===== config.mk =====
export PLATFORM = sky130hd
export DESIGN_NAME = pacer_trigger
export DESIGN_NICKNAME = d
export VERILOG_FILES = /design/src/inc/pacer_pkg.sv /design/src/hw/pacer_trigger.sv
export SDC_FILE = /design/constraint.sdc
export NUM_CORES = 1
export LEC_CHECK = 0
export ABC_CLOCK_PERIOD_IN_PS = 3700
export BUFFER_PORTS_ARGS = -buffer_cell sky130_fd_sc_hd__buf_2
export CAP_MARGIN = 20
export CORE_AREA = 2 2 163 85
export DETAILED_ROUTE_END_ITERATION = 16
export DIE_AREA = 0 0 165 87
export PLACE_DENSITY = 0.66
export SLEW_MARGIN = 20
export SYNTH_ARGS = -nofsm -noshare
export SYNTH_HDL_FRONTEND = slang
export SYNTH_SLANG_ARGS = --single-unit

===== constraint.sdc =====
create_clock -name clk_in -period 3.7 [get_ports clk_in]
set_clock_uncertainty 0.15 [all_clocks]
set_input_delay 0.74 -clock clk_in [delete_from_list [all_inputs] [get_ports clk_in]]
set_output_delay 0.74 -clock clk_in [all_outputs]
set_load 0.03 [all_outputs]

===== src/inc/pacer_pkg.sv =====
package pacer_pkg;
   // counter geometry
   localparam int CNT_W = 16;
   // base clock rate feeding the counters, in hz
   localparam int BASE_CLK_HZ = 10000000;
   // system clock rate, in hz
   localparam int SYS_CLK_HZ = 40000000;
   // system clocks per base clock tick
   localparam int BASE_DIV = SYS_CLK_HZ / BASE_CLK_HZ;
   localparam logic [1:0] DIV_LAST = 2'(BASE_DIV - 1);
   localparam logic [15:0] CNT_ONE = 16'h0001;
   localparam logic [15:0] CNT_ZERO = 16'h0000;
   // reset divisors: counters load these until the host writes others
   localparam logic [15:0] PACER_LO_RST = 16'h0002;
   localparam logic [15:0] PACER_HI_RST = 16'h0002;
   // square-wave pacer phase states, gray coded
   typedef enum logic [1:0]
   {
      PH_LOW = 2'b00,
      PH_HIGH = 2'b01
   } pacer_phase_t;
endpackage


===== src/hw/pacer_trigger.sv =====
// Overview of operation
// - three 16-bit counters, two and three on 10 MHz base
// - counter one counts input event pulses
// - counters two and three chain into 32 bits
// - pacer output rising edge starts conversion
// - pacer output driven out on a pin
// - gate high enables external triggering
// - external clock rising edge starts conversion
// - gate low disables external triggering
`timescale 1ns/1ps
module pacer_trigger
   import pacer_pkg::*;
#(
   parameter int WIDTH = CNT_W
)
(
   input wire logic clk_in,
   input wire logic reset_n_in,
   // host loads counter divisors when the strobe is high
   input wire logic load_in,
   input wire logic [WIDTH-1:0] event_div_in,
   input wire logic [WIDTH-1:0] pacer_lo_div_in,
   input wire logic [WIDTH-1:0] pacer_hi_div_in,
   // event pulses for the first counter, one system cycle each
   input wire logic event_pulse_in,
   input wire logic external_trigger_gate_in,
   input wire logic external_trigger_clock_in,
   output logic [WIDTH-1:0] event_count_out,
   output logic event_done_out,
   output logic pacer_out,
   output logic gate_enabled_out,
   output logic convert_start_out
);
   // every register of the block
   typedef struct packed
   {
      logic [1:0] div;
      logic [WIDTH-1:0] ev_cnt;
      logic [WIDTH-1:0] ev_div;
      logic ev_done;
      logic [WIDTH-1:0] lo_cnt;
      logic [WIDTH-1:0] lo_div;
      logic [WIDTH-1:0] hi_cnt;
      logic [WIDTH-1:0] hi_div;
      pacer_phase_t phase;
      logic pacer_d;
      logic [1:0] gate_sync;
      logic [1:0] clk_sync;
      logic clk_d;
      logic start;
   } state_t;

   state_t st_r;
   state_t st_nxt;

   // count a reload style down counter; returns next value
   function automatic logic [WIDTH-1:0] count_down(input logic [WIDTH-1:0] v,
                                                   input logic [WIDTH-1:0] d);
      begin
         if (v <= CNT_ONE[WIDTH-1:0])
         begin
            count_down = d;
         end
         else
         begin
            count_down = v - CNT_ONE[WIDTH-1:0];
         end
      end
   endfunction

   logic tick; // one 10 MHz base tick
   logic lo_wrap; // low pacer stage finished a period
   logic pacer_rise; // rising edge of pacer output
   logic ext_rise; // synced external clock rising edge

   // next-state logic
   always_comb
   begin
      st_nxt = st_r;
      tick = (st_r.div == DIV_LAST);
      st_nxt.div = tick ? 2'b00 : st_r.div + 2'b01;
      // done is a one-cycle pulse: low unless this pulse wraps the count
      st_nxt.ev_done = 1'b0;
      // event counter counts pulses up to the divisor
      if (event_pulse_in)
      begin
         if (st_r.ev_cnt + CNT_ONE[WIDTH-1:0] >= st_r.ev_div)
         begin
            st_nxt.ev_cnt = CNT_ZERO[WIDTH-1:0];
            st_nxt.ev_done = 1'b1;
         end
         else
         begin
            st_nxt.ev_cnt = st_r.ev_cnt + CNT_ONE[WIDTH-1:0];
         end
      end
      // chained pacer: low stage clocks the high stage
      lo_wrap = tick && (st_r.lo_cnt <= CNT_ONE[WIDTH-1:0]);
      if (tick)
      begin
         st_nxt.lo_cnt = count_down(st_r.lo_cnt, st_r.lo_div);
      end
      if (lo_wrap)
      begin
         st_nxt.hi_cnt = count_down(st_r.hi_cnt, st_r.hi_div);
         // square wave: high for first half of the high-stage count
         if (st_r.hi_cnt <= CNT_ONE[WIDTH-1:0])
         begin
            st_nxt.phase = PH_HIGH;
         end
         else if (st_r.hi_cnt == (st_r.hi_div >> 1) + CNT_ONE[WIDTH-1:0])
         begin
            st_nxt.phase = PH_LOW;
         end
      end
      // host reload restarts all counters
      if (load_in)
      begin
         st_nxt.ev_div = event_div_in;
         st_nxt.lo_div = pacer_lo_div_in;
         st_nxt.hi_div = pacer_hi_div_in;
         st_nxt.ev_cnt = CNT_ZERO[WIDTH-1:0];
         st_nxt.lo_cnt = pacer_lo_div_in;
         st_nxt.hi_cnt = pacer_hi_div_in;
         st_nxt.phase = PH_LOW;
      end
      st_nxt.pacer_d = (st_r.phase == PH_HIGH);
      pacer_rise = (st_r.phase == PH_HIGH) && !st_r.pacer_d;
      // two-flop synchronisers; only stage 2 (bit 1) is looked at
      st_nxt.gate_sync = {st_r.gate_sync[0], external_trigger_gate_in};
      st_nxt.clk_sync = {st_r.clk_sync[0], external_trigger_clock_in};
      st_nxt.clk_d = st_r.clk_sync[1];
      // gate high enables, gate low masks edges
      ext_rise = st_r.gate_sync[1] && st_r.clk_sync[1] && !st_r.clk_d;
      st_nxt.start = pacer_rise || ext_rise;
   end

   // state register, synchronous reset
   always_ff @(posedge clk_in)
   begin
      if (!reset_n_in)
      begin
         st_r <= '0;
         // divisors and counts return to their defaults
         st_r.ev_div <= PACER_LO_RST[WIDTH-1:0];
         st_r.lo_div <= PACER_LO_RST[WIDTH-1:0];
         st_r.hi_div <= PACER_HI_RST[WIDTH-1:0];
         st_r.lo_cnt <= PACER_LO_RST[WIDTH-1:0];
         st_r.hi_cnt <= PACER_HI_RST[WIDTH-1:0];
         st_r.phase <= PH_LOW;
      end
      else
      begin
         st_r <= st_nxt;
      end
   end

   // outputs straight from flops
   assign event_count_out = st_r.ev_cnt;
   assign event_done_out = st_r.ev_done;
   assign pacer_out = st_r.pacer_d;
   assign gate_enabled_out = st_r.gate_sync[1];
   assign convert_start_out = st_r.start;

   // a start comes in the same cycle as every pacer pin rise
   a_pacer_start: assert property (@(posedge clk_in) disable iff (!reset_n_in)
      $rose(pacer_out) |-> convert_start_out)
      else $error("pacer rise gave no start");

   // gate low blocks external-only starts
   a_gate_blocks: assert property (@(posedge clk_in) disable iff (!reset_n_in)
      (!st_r.gate_sync[1] && !pacer_rise) |=> !convert_start_out)
      else $error("start while gate low");

   // synced clock edge under gate gives a start
   a_ext_start: assert property (@(posedge clk_in) disable iff (!reset_n_in)
      ext_rise |=> convert_start_out)
      else $error("external edge lost");

   // base tick every four system clocks
   a_base_tick: assert property (@(posedge clk_in) disable iff (!reset_n_in)
      tick |=> !tick [*3] ##1 tick)
      else $error("base tick spacing wrong");

   // low stage moves only on a tick or a host load
   a_lo_hold: assert property (@(posedge clk_in) disable iff (!reset_n_in)
      (!tick && !load_in) |=> $stable(st_r.lo_cnt))
      else $error("low stage moved off tick");

   // gate enable follows pin after two cycles
   a_gate_sync: assert property (@(posedge clk_in) disable iff (!reset_n_in)
      ##2 gate_enabled_out == $past(external_trigger_gate_in, 2))
      else $error("gate sync latency wrong");

   // event count advances by one per pulse
   a_event_step: assert property (@(posedge clk_in) disable iff (!reset_n_in)
      (!load_in && event_pulse_in && event_count_out + 16'h0001 < st_r.ev_div)
      |=> event_count_out == $past(event_count_out) + 16'h0001)
      else $error("event count did not step");

   // pacer pin matches phase one cycle later
   a_pacer_pin: assert property (@(posedge clk_in) disable iff (!reset_n_in)
      (st_r.phase == PH_HIGH) |=> pacer_out)
      else $error("pacer pin stale");

   // terminal pulse wraps the count and raises done
   a_event_done: assert property (@(posedge clk_in) disable iff (!reset_n_in)
      (event_pulse_in && event_count_out + CNT_ONE[WIDTH-1:0] >= st_r.ev_div)
      |=> (event_done_out && event_count_out == CNT_ZERO[WIDTH-1:0]))
      else $error("event count did not wrap");

   // done never rises without a pulse just before it
   a_done_cause: assert property (@(posedge clk_in) disable iff (!reset_n_in)
      event_done_out |-> $past(event_pulse_in))
      else $error("done without event pulse");

   // host reload restarts the pacer low and clears the count
   a_load_restart: assert property (@(posedge clk_in) disable iff (!reset_n_in)
      load_in |=> (st_r.phase == PH_LOW && event_count_out == CNT_ZERO[WIDTH-1:0]))
      else $error("reload did not restart counters");

   // a start always comes from a pacer or gated external edge
   a_start_cause: assert property (@(posedge clk_in) disable iff (!reset_n_in)
      convert_start_out |-> ($past(pacer_rise) || $past(ext_rise)))
      else $error("start with no cause");
endmodule


* Word-level counts from Yosys, hierarchy flattened
Index checks and enable logic that the tools add are counted.
** Word-level totals
- Output and inout port bits :: 20
- Input port bits :: 54
- Logic and storage cells :: 50
- Flip-flop bits (word level) :: 108
** Operators by class
- Equality and inequality tests :: 3
- Reduce and logical (&&, ||, !) cells :: 14
- Multiplexer cells :: 10
- Bitwise gates (word level) :: 1
- Order comparisons :: 3
- Add/subtract/negate cells :: 5
** Operators by type and width (count)
- two-way mux 16 bit :: 5
- two-way mux 66 bit :: 1
- <= comparator 16 x 1 -> 1 bit, second input constant :: 2
- subtractor 16 x 1 -> 16 bit, second input constant :: 2
- adder 15 x 1 -> 16 bit, second input constant :: 1
- adder 16 x 1 -> 16 bit, second input constant :: 1
- equality test 16 bit :: 1
- >= comparator 16 bit :: 1
- two-way mux 2 bit :: 3
- nonzero test 2 bit :: 3
- logical AND 1 bit :: 4
- AND reduction 2 bit :: 2
- OR reduction 2 bit :: 2
- adder 2 x 1 -> 2 bit, second input constant :: 1
- equality test 2 x 1 -> 1 bit, second input constant :: 1
- equality test 2 bit, second input constant :: 1
- logical NOT 1 bit :: 2
- logical OR 1 bit :: 1
- two-way mux 1 bit :: 1
- NOT 1 bit :: 1

* Logic depth before layout (Yosys ltp)
Gate-level depths: netlist of the first run.
- Depth after elaboration :: 6
- Mapped depth :: 17
- Mapped depth without buffers :: 13

* Worst setup path after synthesis of the first run
No wires, ideal clock.
- Path type :: register to register
- Start point :: register st_r (netlist bit event_count_out[2])
- End point :: register st_r (netlist bit event_count_out[10])
- Data required time :: 3.485 ns
- Setup time :: 0.065 ns
- Stages on the path, launching flop included :: 18
- Setup slack :: 0.348 ns
- Arrival time :: 3.137 ns
- Clock period less this slack :: 3.352 ns
- Path buffers :: 4
- Cells stage by stage :: dfxtp_1 -> buf_2 -> and3_1 -> and4_1 -> clkbuf_1 -> nand4_1 -> nor2_1 -> xor2_1 -> ha_1 -> a21oi_1 -> nor2b_1 -> o21ai_0 -> and2_1 -> o2111ai_1 -> and3_1 -> clkbuf_1 -> clkbuf_1 -> nor2_1
** On the way
- Cells in the longest elaborated chain, start to end :: 3
** Ends and longest elaborated chain
- start: declaration :: line pacer_trigger.sv:53 : state_t st_r;
- start signal: assignment :: line pacer_trigger.sv:154 : st_r <= st_nxt;
- adder 16 x 1 -> 16 bit * :: line pacer_trigger.sv:87, pacer_trigger.sv:94
- >= comparator 16 bit :: line pacer_trigger.sv:87 : if (st_r.ev_cnt + CNT_ONE[WIDTH-1:0] >= st_r.ev_div)
- two-way mux 16 bit * :: line pacer_trigger.sv:87
Mark *: on every way between the ends. The rest lies on a longest branch, timed or not.
A chain may end at the register's enable or synchronous reset.

* Worst setup path after layout of the first run
- Start point :: register st_r (netlist bit event_count_out[2])
- End point :: register st_r (netlist bit event_count_out[12])
The elaborated chain is that of the path after synthesis.

==> impl_metrics.toml, run 1 <==
[run_status]
outcome = "completed"

[setup_path]
path_cells = "and3_1, and4_1, nand3_1, xnor2_1, ha_1, a21o_1, a21o_1, a21o_1, a21oi_1, o2111ai_1, and3_2, nor2_1"
reg2reg_depth = 12
critPathRequiredTime_ns = 3.83
cp_common_cell = "a21o_1"
endpoint_kind = "flip-flop"
r2r-start = "event_count_out[2]"
crit_path_start_kind = "flip-flop"
path_max_fanout = 16
max_stage_delay_ns = 0.48
reg2reg_to = "event_count_out[12]"
arrival_ns = 3.51
crit_type = "flip-flop to flip-flop"
cp_slowest_cell = "dfxtp_1"
rrSetupSlack_ns = 0.32
critPathBufInv = 0
crit_family = "simple AND/OR/NAND/NOR gates"

[global_route]
grt_max_degree = 90
grt_util_all_layers_pct = 23.5
grt_overflow_total = 0
grt_pass1_vias = 5200
antenna_found_initial = 0
grt_pass1_wl_mm = 26.6

[synthesis]
synth_cell_types = 64
synth_nets = 868
ys_seq_elements = 107
ys_warn_count = 0
async_flop_share_pct = 0
ys_seq_area_share_pct = 33.7
synth_area_um2 = 6350
avgSynthCellArea_um2 = 8.03
synth_edf_count = 0
synthFlopType = "dfxtp_1"
syn-instance-count = 791

[timing]
rsz0062_at_grt = "false"
setup_viol = 0
period_minus_slack_ns = 3.38
maxSlewHeadroom_pct = 49.9
worst_slack_ns = 0.323
slew_viol_final = 0
final_hold_viol_count = 0
worst_pin_slew_ns = 0.751
min_period_over_period_pct = 91.3
fin_tns_setup_ns = 0
fmax_ghz = 0.296

[finish]
seq_area_um2 = 2140
multi_input_area_um2 = 3730
final_common_cell = "dfxtp_1"
area_growth_syn_to_layout_pct = 9.91
diodes = 0
mostFrequentLayoutCells = "dfxtp_1, nand2_1, buf_2"
fin_nets = 893
drive_above_1_share_pct = 14.6
fillers = 1249

[routing]
avgViaCountPerCell = 5.69
drt_pre_antenna_iters = 5
num_vias = 5668
wl_per_cell_um = 16.3
ant_nets = 0
first_iter_violations = 580
routed_wl_mm = 16.3
drcViolationCount = 0

[hold_path]
min_to = "st_r[106]"
holdPathStages = 1
min-delay-start = "st_r[106]"
min_path_type = "flip-flop to flip-flop"

[pwr]
peakVddDrop_uv = 216
powerDensity_nw_per_um2 = 381
p_sw_uw = 750
power_frac_clock_pct = 37.2
p_leak_nw = 2.86
cell_internal_pwr_mw = 1.91
comb_power_share_pct = 14.7
p_seq_share_pct = 48.2
swShare_pct = 28.2

[die]
die_area_um2 = 14400
core-area_um2 = 13100
num_rows = 30
initial_core_util_pct = 48.5
die_w_um = 165
die_h_um = 87
num_io_pins = 74

[placement]
place_congestion = 0.929
place_ws_ns = 0.259
dp_hpwl_mm = 12.0
port_buffers = 73

[clock_network]
clock_path_buffers = 2
clkTransAtPathRegs_ns = 0.07
cts_tree = "yes"
cts_sinks = 107
numCtsBuffers = 9
ctsRootBufferMaster = "clkbuf_16"
cts_htree_levels = 3
postCtsSetupRepairBufs = 0
clk_latency_ns = 0.35

[job]
max_cap_violations = 0
[worst max-delay path by stage]
stage / start / to / slack (ns) / depth (start not counted)
global placement: event_count_out[2] / event_count_out[1] / 0.36 / 12
finish: event_count_out[2] / event_count_out[12] / 0.32 / 12
floorplan: event_count_out[2] / event_count_out[10] / 0.35 / 17
detailed placement: event_count_out[2] / event_count_out[12] / 0.26 / 12
CTS: event_count_out[2] / event_count_out[8] / 0.24 / 12
global route: event_count_out[2] / event_count_out[12] / 0.11 / 13
[cells by family after synthesis]
kind of cell | count (synthesis) | share of synthesized area, %
AO/OA/AOI/OAI | 199 | 20.8
XOR/XNOR | 45 | 6.21
adder cells (fa/ha/maj) | 23 | 4.53
multiplexers | 29 | 4.61
buffers and inverters | 104 | 7.61
flip-flops | 107 | 33.7
AND/OR/NAND/NOR | 284 | 22.5
[flip-flops by register name (all words and copies together) (netlist names)]
name,count
pacer_out,1
st_r,84
convert_start_out,1
event_done_out,1
gate_enabled_out,1
st_nxt,3
event_count_out,16
[cell usage after synthesis (3+ instances only)]
cell type    n  area, um2
dfxtp_1    107       2140
nand2_1     89        334
nor2_1      52        195
a21oi_1     48        240
clkbuf_1    44        165
o21ai_0     38        190
inv_1       33        124
a21boi_0    29        218
mux2i_1     27        270
nor2b_1     27        169
xnor2_1     24        210
ha_1        23        288
nand3_1     21        105
xor2_1      21        184
buf_4       17        128
nor3_1      14       70.1
a21boi_1    12       90.1
and2_1      12       75.1
nand4_1     12       75.1
a211o_1     10       87.6
nor4_1      10       62.6
or3_1        9       56.3
a31oi_1      8       50.1
nand2b_1     7       43.8
o211ai_1     7       52.6
a21o_1       6       45.0
and3_1       5       31.3
buf_2        5       25.0
o21a_1       5       37.5
or4_1        5       37.5
and4_1       4       35.0
o221ai_1     4       35.0
o22ai_1      4       25.0
a211oi_1     3       22.5
buf_6        3       33.8
o21ai_1      3       15.0
o31ai_1      3       22.5
or2_2        3       18.8
[power by group through the flow]
| stage | sequential (mW) | clock, mW | combinational [mW] |
|---|---|---|---|
| global placement | 1.30 | 0 | 0.369 |
| finish | 1.28 | 0.988 | 0.389 |
| floorplan | 1.28 | 0 | 0.291 |
| CTS | 1.28 | 1.00 | 0.388 |
| global route | 1.29 | 1.05 | 0.435 |
| detailed placement | 1.30 | 0 | 0.385 |
[what timing repair did]
action | in CTS | in global routing
gates resized for setup | 0 | 1
endpoints found under the setup margin | 0 | 15
hold buffers | 0 | 0
[per-stage QoR]
| stage | area (um2) | power (mW) | hold slack, ns | std cells | utilization, % |
|---|---|---|---|---|---|
| global route | 6980 | 2.78 | 0.289 | 997 | 53.3 |
| CTS | 6980 | 2.67 | 0.281 | 997 | 53.3 |
| floorplan | 6350 | 1.57 | 0.255 | 791 | - |
| global placement | 6680 | 1.67 | 0.262 | 981 | 51.0 |
| finish | 6980 | 2.66 | 0.280 | 997 | 53.3 |
| detailed placement | 6680 | 1.69 | 0.272 | 981 | 51.0 |
[metal layers]
layer	global-route usage, %	wire (um)	up-vias
met5	0	0	-
met4	4.98	150	0
met3	5.66	1360	21
met2	32.8	6250	224
met1	36.2	8500	2634
li1	-	-	2789
[final cells by class]
type                            count  area share (%)
Clock buffer                        9            3.23
Clock inverter                      7            1.08
Inverter                           34            1.83
Multi-Input combinational cell    580            53.4
Sequential cell                   107            30.7
Tap cell                          176            3.16
Timing Repair Buffer               84            6.63
Power figures use the tool's default switching activity.
==> run 2, diff against run 1 <==
--- a/config.mk
+++ b/config.mk
@@ -5,12 +5,13 @@
 export SDC_FILE = /design/constraint.sdc
 export NUM_CORES = 1
 export LEC_CHECK = 0
+export ABC_AREA = 1
 export ABC_CLOCK_PERIOD_IN_PS = 3700
 export BUFFER_PORTS_ARGS = -buffer_cell sky130_fd_sc_hd__buf_2
 export CAP_MARGIN = 20
-export CORE_AREA = 2 2 163 85
+export CORE_AREA = 2 2 161 84
 export DETAILED_ROUTE_END_ITERATION = 16
-export DIE_AREA = 0 0 165 87
+export DIE_AREA = 0 0 163 86
 export PLACE_DENSITY = 0.66
 export SLEW_MARGIN = 20
 export SYNTH_ARGS = -nofsm -noshare
==> run 2 against run 1 <==
- clock power rose by 1%
- via count rose by 2.1%
- global-route usage fell by 1.2 points
- total power rose by 1.7%
- final cell count rose by 12%
- die area fell by 2.3%
- critical endpoint unchanged
- largest power group unchanged
- highest routed layer unchanged
==> impl_metrics.toml, run 2 <==
[die]
die_w_um = 163
initial_core_util_pct = 49.3
die_h_um = 86
num_rows = 29
num_io_pins = 74
die_area_um2 = 14000
core-area_um2 = 12500

[setup_path]
crit_path_end = "event_count_out[12]"
reg2reg_depth = 17
endpoint_kind = "flip-flop"
rrSetupSlack_ns = 0.55
reg2reg_to = "event_count_out[12]"
crit_path_start_kind = "flip-flop"
cp-startpoint = "event_count_out[0]"
path_max_fanout = 16
critPathRequiredTime_ns = 3.77
r2r-start = "event_count_out[0]"
arrival_ns = 3.22
crit_type = "flip-flop to flip-flop"

[synthesis]
ys_seq_area_share_pct = 34.7
ys_seq_elements = 107
synth_area_leaders = "dfxtp_1, nand2_1, inv_1"
yosys.area.top_type_share_pct = 34.7
synth_edf_count = 0
async_flop_share_pct = 0
ys_warn_count = 0
synth_nets = 980
synth_common_cells = "nand2_1, inv_1, dfxtp_1, nor2_1, a21oi_1"
synth_cell_types = 49
syn-instance-count = 903
yosysMostFrequentCell = "nand2_1"
synth_area_um2 = 6170
synth_top_cell_by_area = "dfxtp_1"
avgSynthCellArea_um2 = 6.84
synthFlopType = "dfxtp_1"

[routing]
ant_nets = 0
drcViolationCount = 0
first_iter_violations = 351
num_vias = 5787
drt_pre_antenna_iters = 5
wl_per_cell_um = 13.3
routed_wl_mm = 14.9
avgViaCountPerCell = 5.17

[placement]
placed_area_um2 = 6530
place_congestion = 0.881
dp_hpwl_mm = 10.7
port_buffers = 73

[clock_network]
cts_resized = 0
ctsRootBufferMaster = "clkbuf_16"
cts_sinks = 107
clkTransAtPathRegs_ns = 0.08
clock_path_buffers = 2
hold_buffers = 0
numCtsBuffers = 9
cts_htree_levels = 3
postCtsSetupRepairBufs = 0
cts_tree = "yes"
clk_latency_ns = 0.36

[timing]
fmax_ghz = 0.317
worst_pin_slew_ns = 0.674
final_hold_viol_count = 0
slew_viol_final = 0
setup_viol = 0
period_minus_slack_ns = 3.15
maxSlewHeadroom_pct = 55.0
fin_tns_setup_ns = 0
rsz0062_at_grt = "false"
min_period_over_period_pct = 85.2

[job]
max_cap_violations = 0

[pwr]
power_mw = 2.70
swShare_pct = 28.7
p_leak_nw = 3.17
cell_internal_pwr_mw = 1.93
comb_power_share_pct = 15.9
p_seq_share_pct = 47.1
powerDensity_nw_per_um2 = 395
peakVddDrop_uv = 220
power_frac_clock_pct = 36.9
p_sw_uw = 775

[finish]
stdcell_area_um2 = 6840
largest_reg_flops = 84
final_common_cell = "nand2_1"
area_growth_syn_to_layout_pct = 10.7
fillers = 1267
diodes = 0
largest-register = "st_r"
drive_above_1_share_pct = 13.2
mostFrequentLayoutCells = "nand2_1, inv_1, dfxtp_1"
fin_nets = 1021

[global_route]
antenna_found_initial = 0
grt_max_degree = 46
grt_util_all_layers_pct = 22.3
grt_overflow_total = 0
grt_pass1_vias = 5436
grt_pass1_wl_mm = 25.3

[hold_path]
min_path_type = "flip-flop to flip-flop"
min-delay-start = "st_nxt[3]"

[run_status]
outcome = "completed"
run 2: changes by cell type after synthesis, moves of 15 or more:
cell	before	now
a21oi_1	48	63
nand3_1	21	42
inv_1	33	108
a31oi_1	8	25
a21boi_0	29	3
nor2_1	52	68
nand2_1	89	221
clkbuf_1	44	16
o21ai_0	38	56
mux2i_1	27	0
nor2b_1	27	0
run 2: worst min-delay path by stage:
stage | endpoint | cells past startpoint
4_1_cts | st_nxt[1] | 2
2_1_floorplan | gate_enabled_out | 2
3_5_place_dp | st_nxt[1] | 2
5_1_grt | st_nxt[1] | 2
6_report | st_nxt[1] | 2
3_3_place_gp | st_nxt[1] | 2
run 2: kinds of logic (layout without fill, tap and decap cells):
kind of cell,count (synthesis),count (layout),share of synthesized area (%)
DFF,107,107,34.7
xor gates and xnor gates,36,36,5.11
buffers and inverters,166,212,11.6
and+or+nand+nor,370,370,25.3
adders and majority gates,23,23,4.66
AOI/OAI and AO/OA,201,201,18.6
run 2: stage by stage:
| step | setup WS [ns] | util [%] | hold WS [ns] | std cells |
|---|---|---|---|---|
| global route | 0.113 | 54.6 | 0.291 | 1119 |
| floorplan | 0.983 | - | 0.240 | 903 |
| detailed placement | 0.537 | 52.2 | 0.249 | 1103 |
| CTS | 0.517 | 54.6 | 0.266 | 1119 |
| finish | 0.546 | 54.6 | 0.262 | 1119 |
| global placement | 0.638 | 52.2 | 0.242 | 1103 |
run 2: worst max-delay path, stage by stage, from the launching register on:
cell	delay, ns
dfxtp_1	0.41
ha_1	0.21
nand3_1	0.13
inv_1	0.10
nand4_1	0.14
nor2_1	0.19
nand2_1	0.09
xor2_1	0.16
ha_1	0.28
nand2_1	0.06
inv_1	0.05
nand3_1	0.08
nor3_1	0.19
nand2_1	0.07
nand3_1	0.11
nand2_1	0.06
nand2_1	0.43
a21oi_1	0.09
run 2: layout make-up:
type / instances / area, um2 / area share (%)
flip-flops and latches: 107 / 2140 / 31.3
clock buffers: 11 / 243 / 3.55
multi-input cells: 630 / 3310 / 48.5
repair buffers: 81 / 425 / 6.22
well taps: 170 / 213 / 3.11
inverters: 115 / 437 / 6.39
clock inverters: 5 / 61.3 / 0.897
run 2: power by group through the flow:
stage	Clock, mW	Sequential (mW)	Combinational (mW)
floorplan	0	1.28	0.332
global placement	0	1.30	0.424
detailed placement	0	1.30	0.430
CTS	1.02	1.27	0.432
global route	1.06	1.28	0.496
finish	0.998	1.27	0.430
run 2: layer usage:
| layer | vias up | track usage [%] | wire, um |
|---|---|---|---|
| met5 | - | 0 | 0 |
| met4 | 0 | 4.10 | 102 |
| met3 | 11 | 4.50 | 650 |
| met2 | 121 | 39.5 | 6930 |
| met1 | 2639 | 28.7 | 7240 |
| li1 | 3016 | - | - |
==> run 3, diff against run 2 <==
==> constraint.sdc (replaced) <==
create_clock -name clk_in -period 3.7 [get_ports clk_in]
set_clock_uncertainty 0.15 [all_clocks]
set_input_delay 0.185 -clock clk_in [delete_from_list [all_inputs] [get_ports clk_in]]
set_output_delay 0.185 -clock clk_in [all_outputs]
set_load 0.03 [all_outputs]
==> run 3 against run 2 <==
- the flow now finishes with violations (hold timing)
- clock-buffer cell count up 2
- die area unchanged
- final area up 6.4%
- largest cell class unchanged
- non-clock buffer count up 43
- critical path type unchanged
- final cell count up 3.8%
- global-route usage down 0.11 points
- wire length up 2.2%
- first-iteration DRC count up 12%
- clock power down 0.5%
- worst setup slack worse by 0.074 ns
- sequential power about the same
- total power up 1.1%
- largest power group unchanged
==> impl_metrics.toml, run 3 (same netlist as run 2, synthesis figures left out) <==
[job]
max_cap_violations = 0

[clock_network]
numCtsBuffers = 9
cts_htree_levels = 3
ctsRootBufferMaster = "clkbuf_16"
clock_path_buffers = 2
cts_resized = 0
cts_tree = "yes"
clkTransAtPathRegs_ns = 0.07
postCtsSetupRepairBufs = 0
clk_latency_ns = 0.35
cts_sinks = 107

[global_route]
antenna_found_initial = 0
grt_pass1_vias = 5534
grt_overflow_total = 0
grt_max_degree = 46
grt_pass1_wl_mm = 25.3
grt_util_all_layers_pct = 22.2

[pwr]
peakVddDrop_uv = 190
p_leak_nw = 3.34
powerDensity_nw_per_um2 = 376

[run_status]
violations = "hold timing"
outcome = "finished, violations left"

[finish]
final_common_cell = "nand2_1"
fin_nets = 1064
seq_area_um2 = 2140
largest-register = "st_r"
area_growth_syn_to_layout_pct = 17.8
final_util_pct = 58.1
fillers = 1213
finalNonFillerCells = 1162
mostFrequentLayoutCells = "nand2_1, inv_1, dfxtp_1"
drive_above_1_share_pct = 12.4
diodes = 0
multi_input_area_um2 = 3310
largest_reg_flops = 84

[placement]
place_congestion = 0.882
dpl.cell_count = 1102
port_buffers = 73
dp_hpwl_mm = 10.6

[die]
initial_core_util_pct = 49.3
die_w_um = 163
num_io_pins = 74
die_area_um2 = 14000
num_rows = 29
core-area_um2 = 12500
die_h_um = 86

[routing]
ant_nets = 0
first_iter_violations = 392
routed_wl_mm = 15.2
num_vias = 5918
wl_per_cell_um = 13.1
drcViolationCount = 0
drt_pre_antenna_iters = 5
avgViaCountPerCell = 5.09

[timing]
period_minus_slack_ns = 3.23
maxSlewHeadroom_pct = 37.9
fmax_ghz = 0.310
worst_pin_slew_ns = 0.928
slew_viol_final = 0
setup_viol = 0
min_period_over_period_pct = 87.2
fin_tns_setup_ns = 0
final_hold_viol_count = 1
hold_ws_ns = -0.00209
rsz0062_at_grt = "false"

[hold_path]
min_path_type = "primary input to flip-flop"

[setup_path]
crit_type = "flip-flop to flip-flop"
crit_path_start_kind = "flip-flop"
critPathRequiredTime_ns = 3.76
arrival_ns = 3.29
endpoint_kind = "flip-flop"
path_max_fanout = 16
run 3: changes by cell type in the layout (fill, tap and decap cells not counted), sizes merged:
| cell | change |
|---|---|
| clkinv | -2 |
| dlygate4sd3 | +44 |
| clkinvlp | +1 |
| inv | -1 |
| buf | -1 |
| clkbuf | +2 |
run 3: power by group:
part	switching, mW	internal (mW)
registers	0.0556	1.22
clock network	0.429	0.564
logic	0.275	0.192
run 3: per-stage QoR:
stage / cell area, um2 / power (mW) / setup WS [ns]
global route: 7270 / 2.88 / 0.163
floorplan: 6170 / 1.62 / 0.983
CTS: 7270 / 2.76 / 0.494
finish: 7270 / 2.73 / 0.472
global placement: 6520 / 1.72 / 0.646
detailed placement: 6520 / 1.73 / 0.503
run 3: timing repair:
item | CTS | global route
endpoints found under the hold margin | 66 | 0
setup endpoints to repair | 0 | 0
hold buffers | 44 | 0
run 3: cell type report:
type,instances,area share [%]
multi-input combinational,630,45.6
sequential,107,29.5
timing repair buffer,124,11.8
inverter,115,6.01
clock buffer,13,3.58
tap,170,2.93
clock inverter,3,0.637
run 3: layer usage:
layer / share of wire, % / wire length [um] / track usage, % / vias up
met5: 0 / 0 / 0 / -
met4: 1.1 / 169 / 6.03 / 0
met3: 4.1 / 621 / 4.30 / 18
met2: 47 / 7130 / 40.0 / 132
met1: 48 / 7320 / 27.4 / 2662
li1: - / - / - / 3106
run 3: final timing paths:
check	startpoint	end	slack, ns	depth (start not counted)
setup / recovery	event_count_out[0]	event_count_out[12]	0.47	17
setup reg to reg	event_count_out[0]	event_count_out[12]	0.47	17
hold / removal	event_div_in[4]	st_r[78]	-0.002	3
hold reg to reg	st_nxt[3]	st_nxt[1]	0.26	2
run 3: critical path, stage by stage (launching register included):
cell and delay (ns):
dfxtp_1 0.43, ha_1 0.22, nand3_1 0.13, inv_1 0.10, nand4_1 0.14, nor2_1 0.20, nand2_1 0.09, xor2_1 0.17
ha_1 0.28, nand2_1 0.06, inv_1 0.05, nand3_1 0.08, nor3_1 0.20, nand2_1 0.08, nand3_1 0.11, nand2_1 0.06
nand2_1 0.47, a21oi_1 0.09
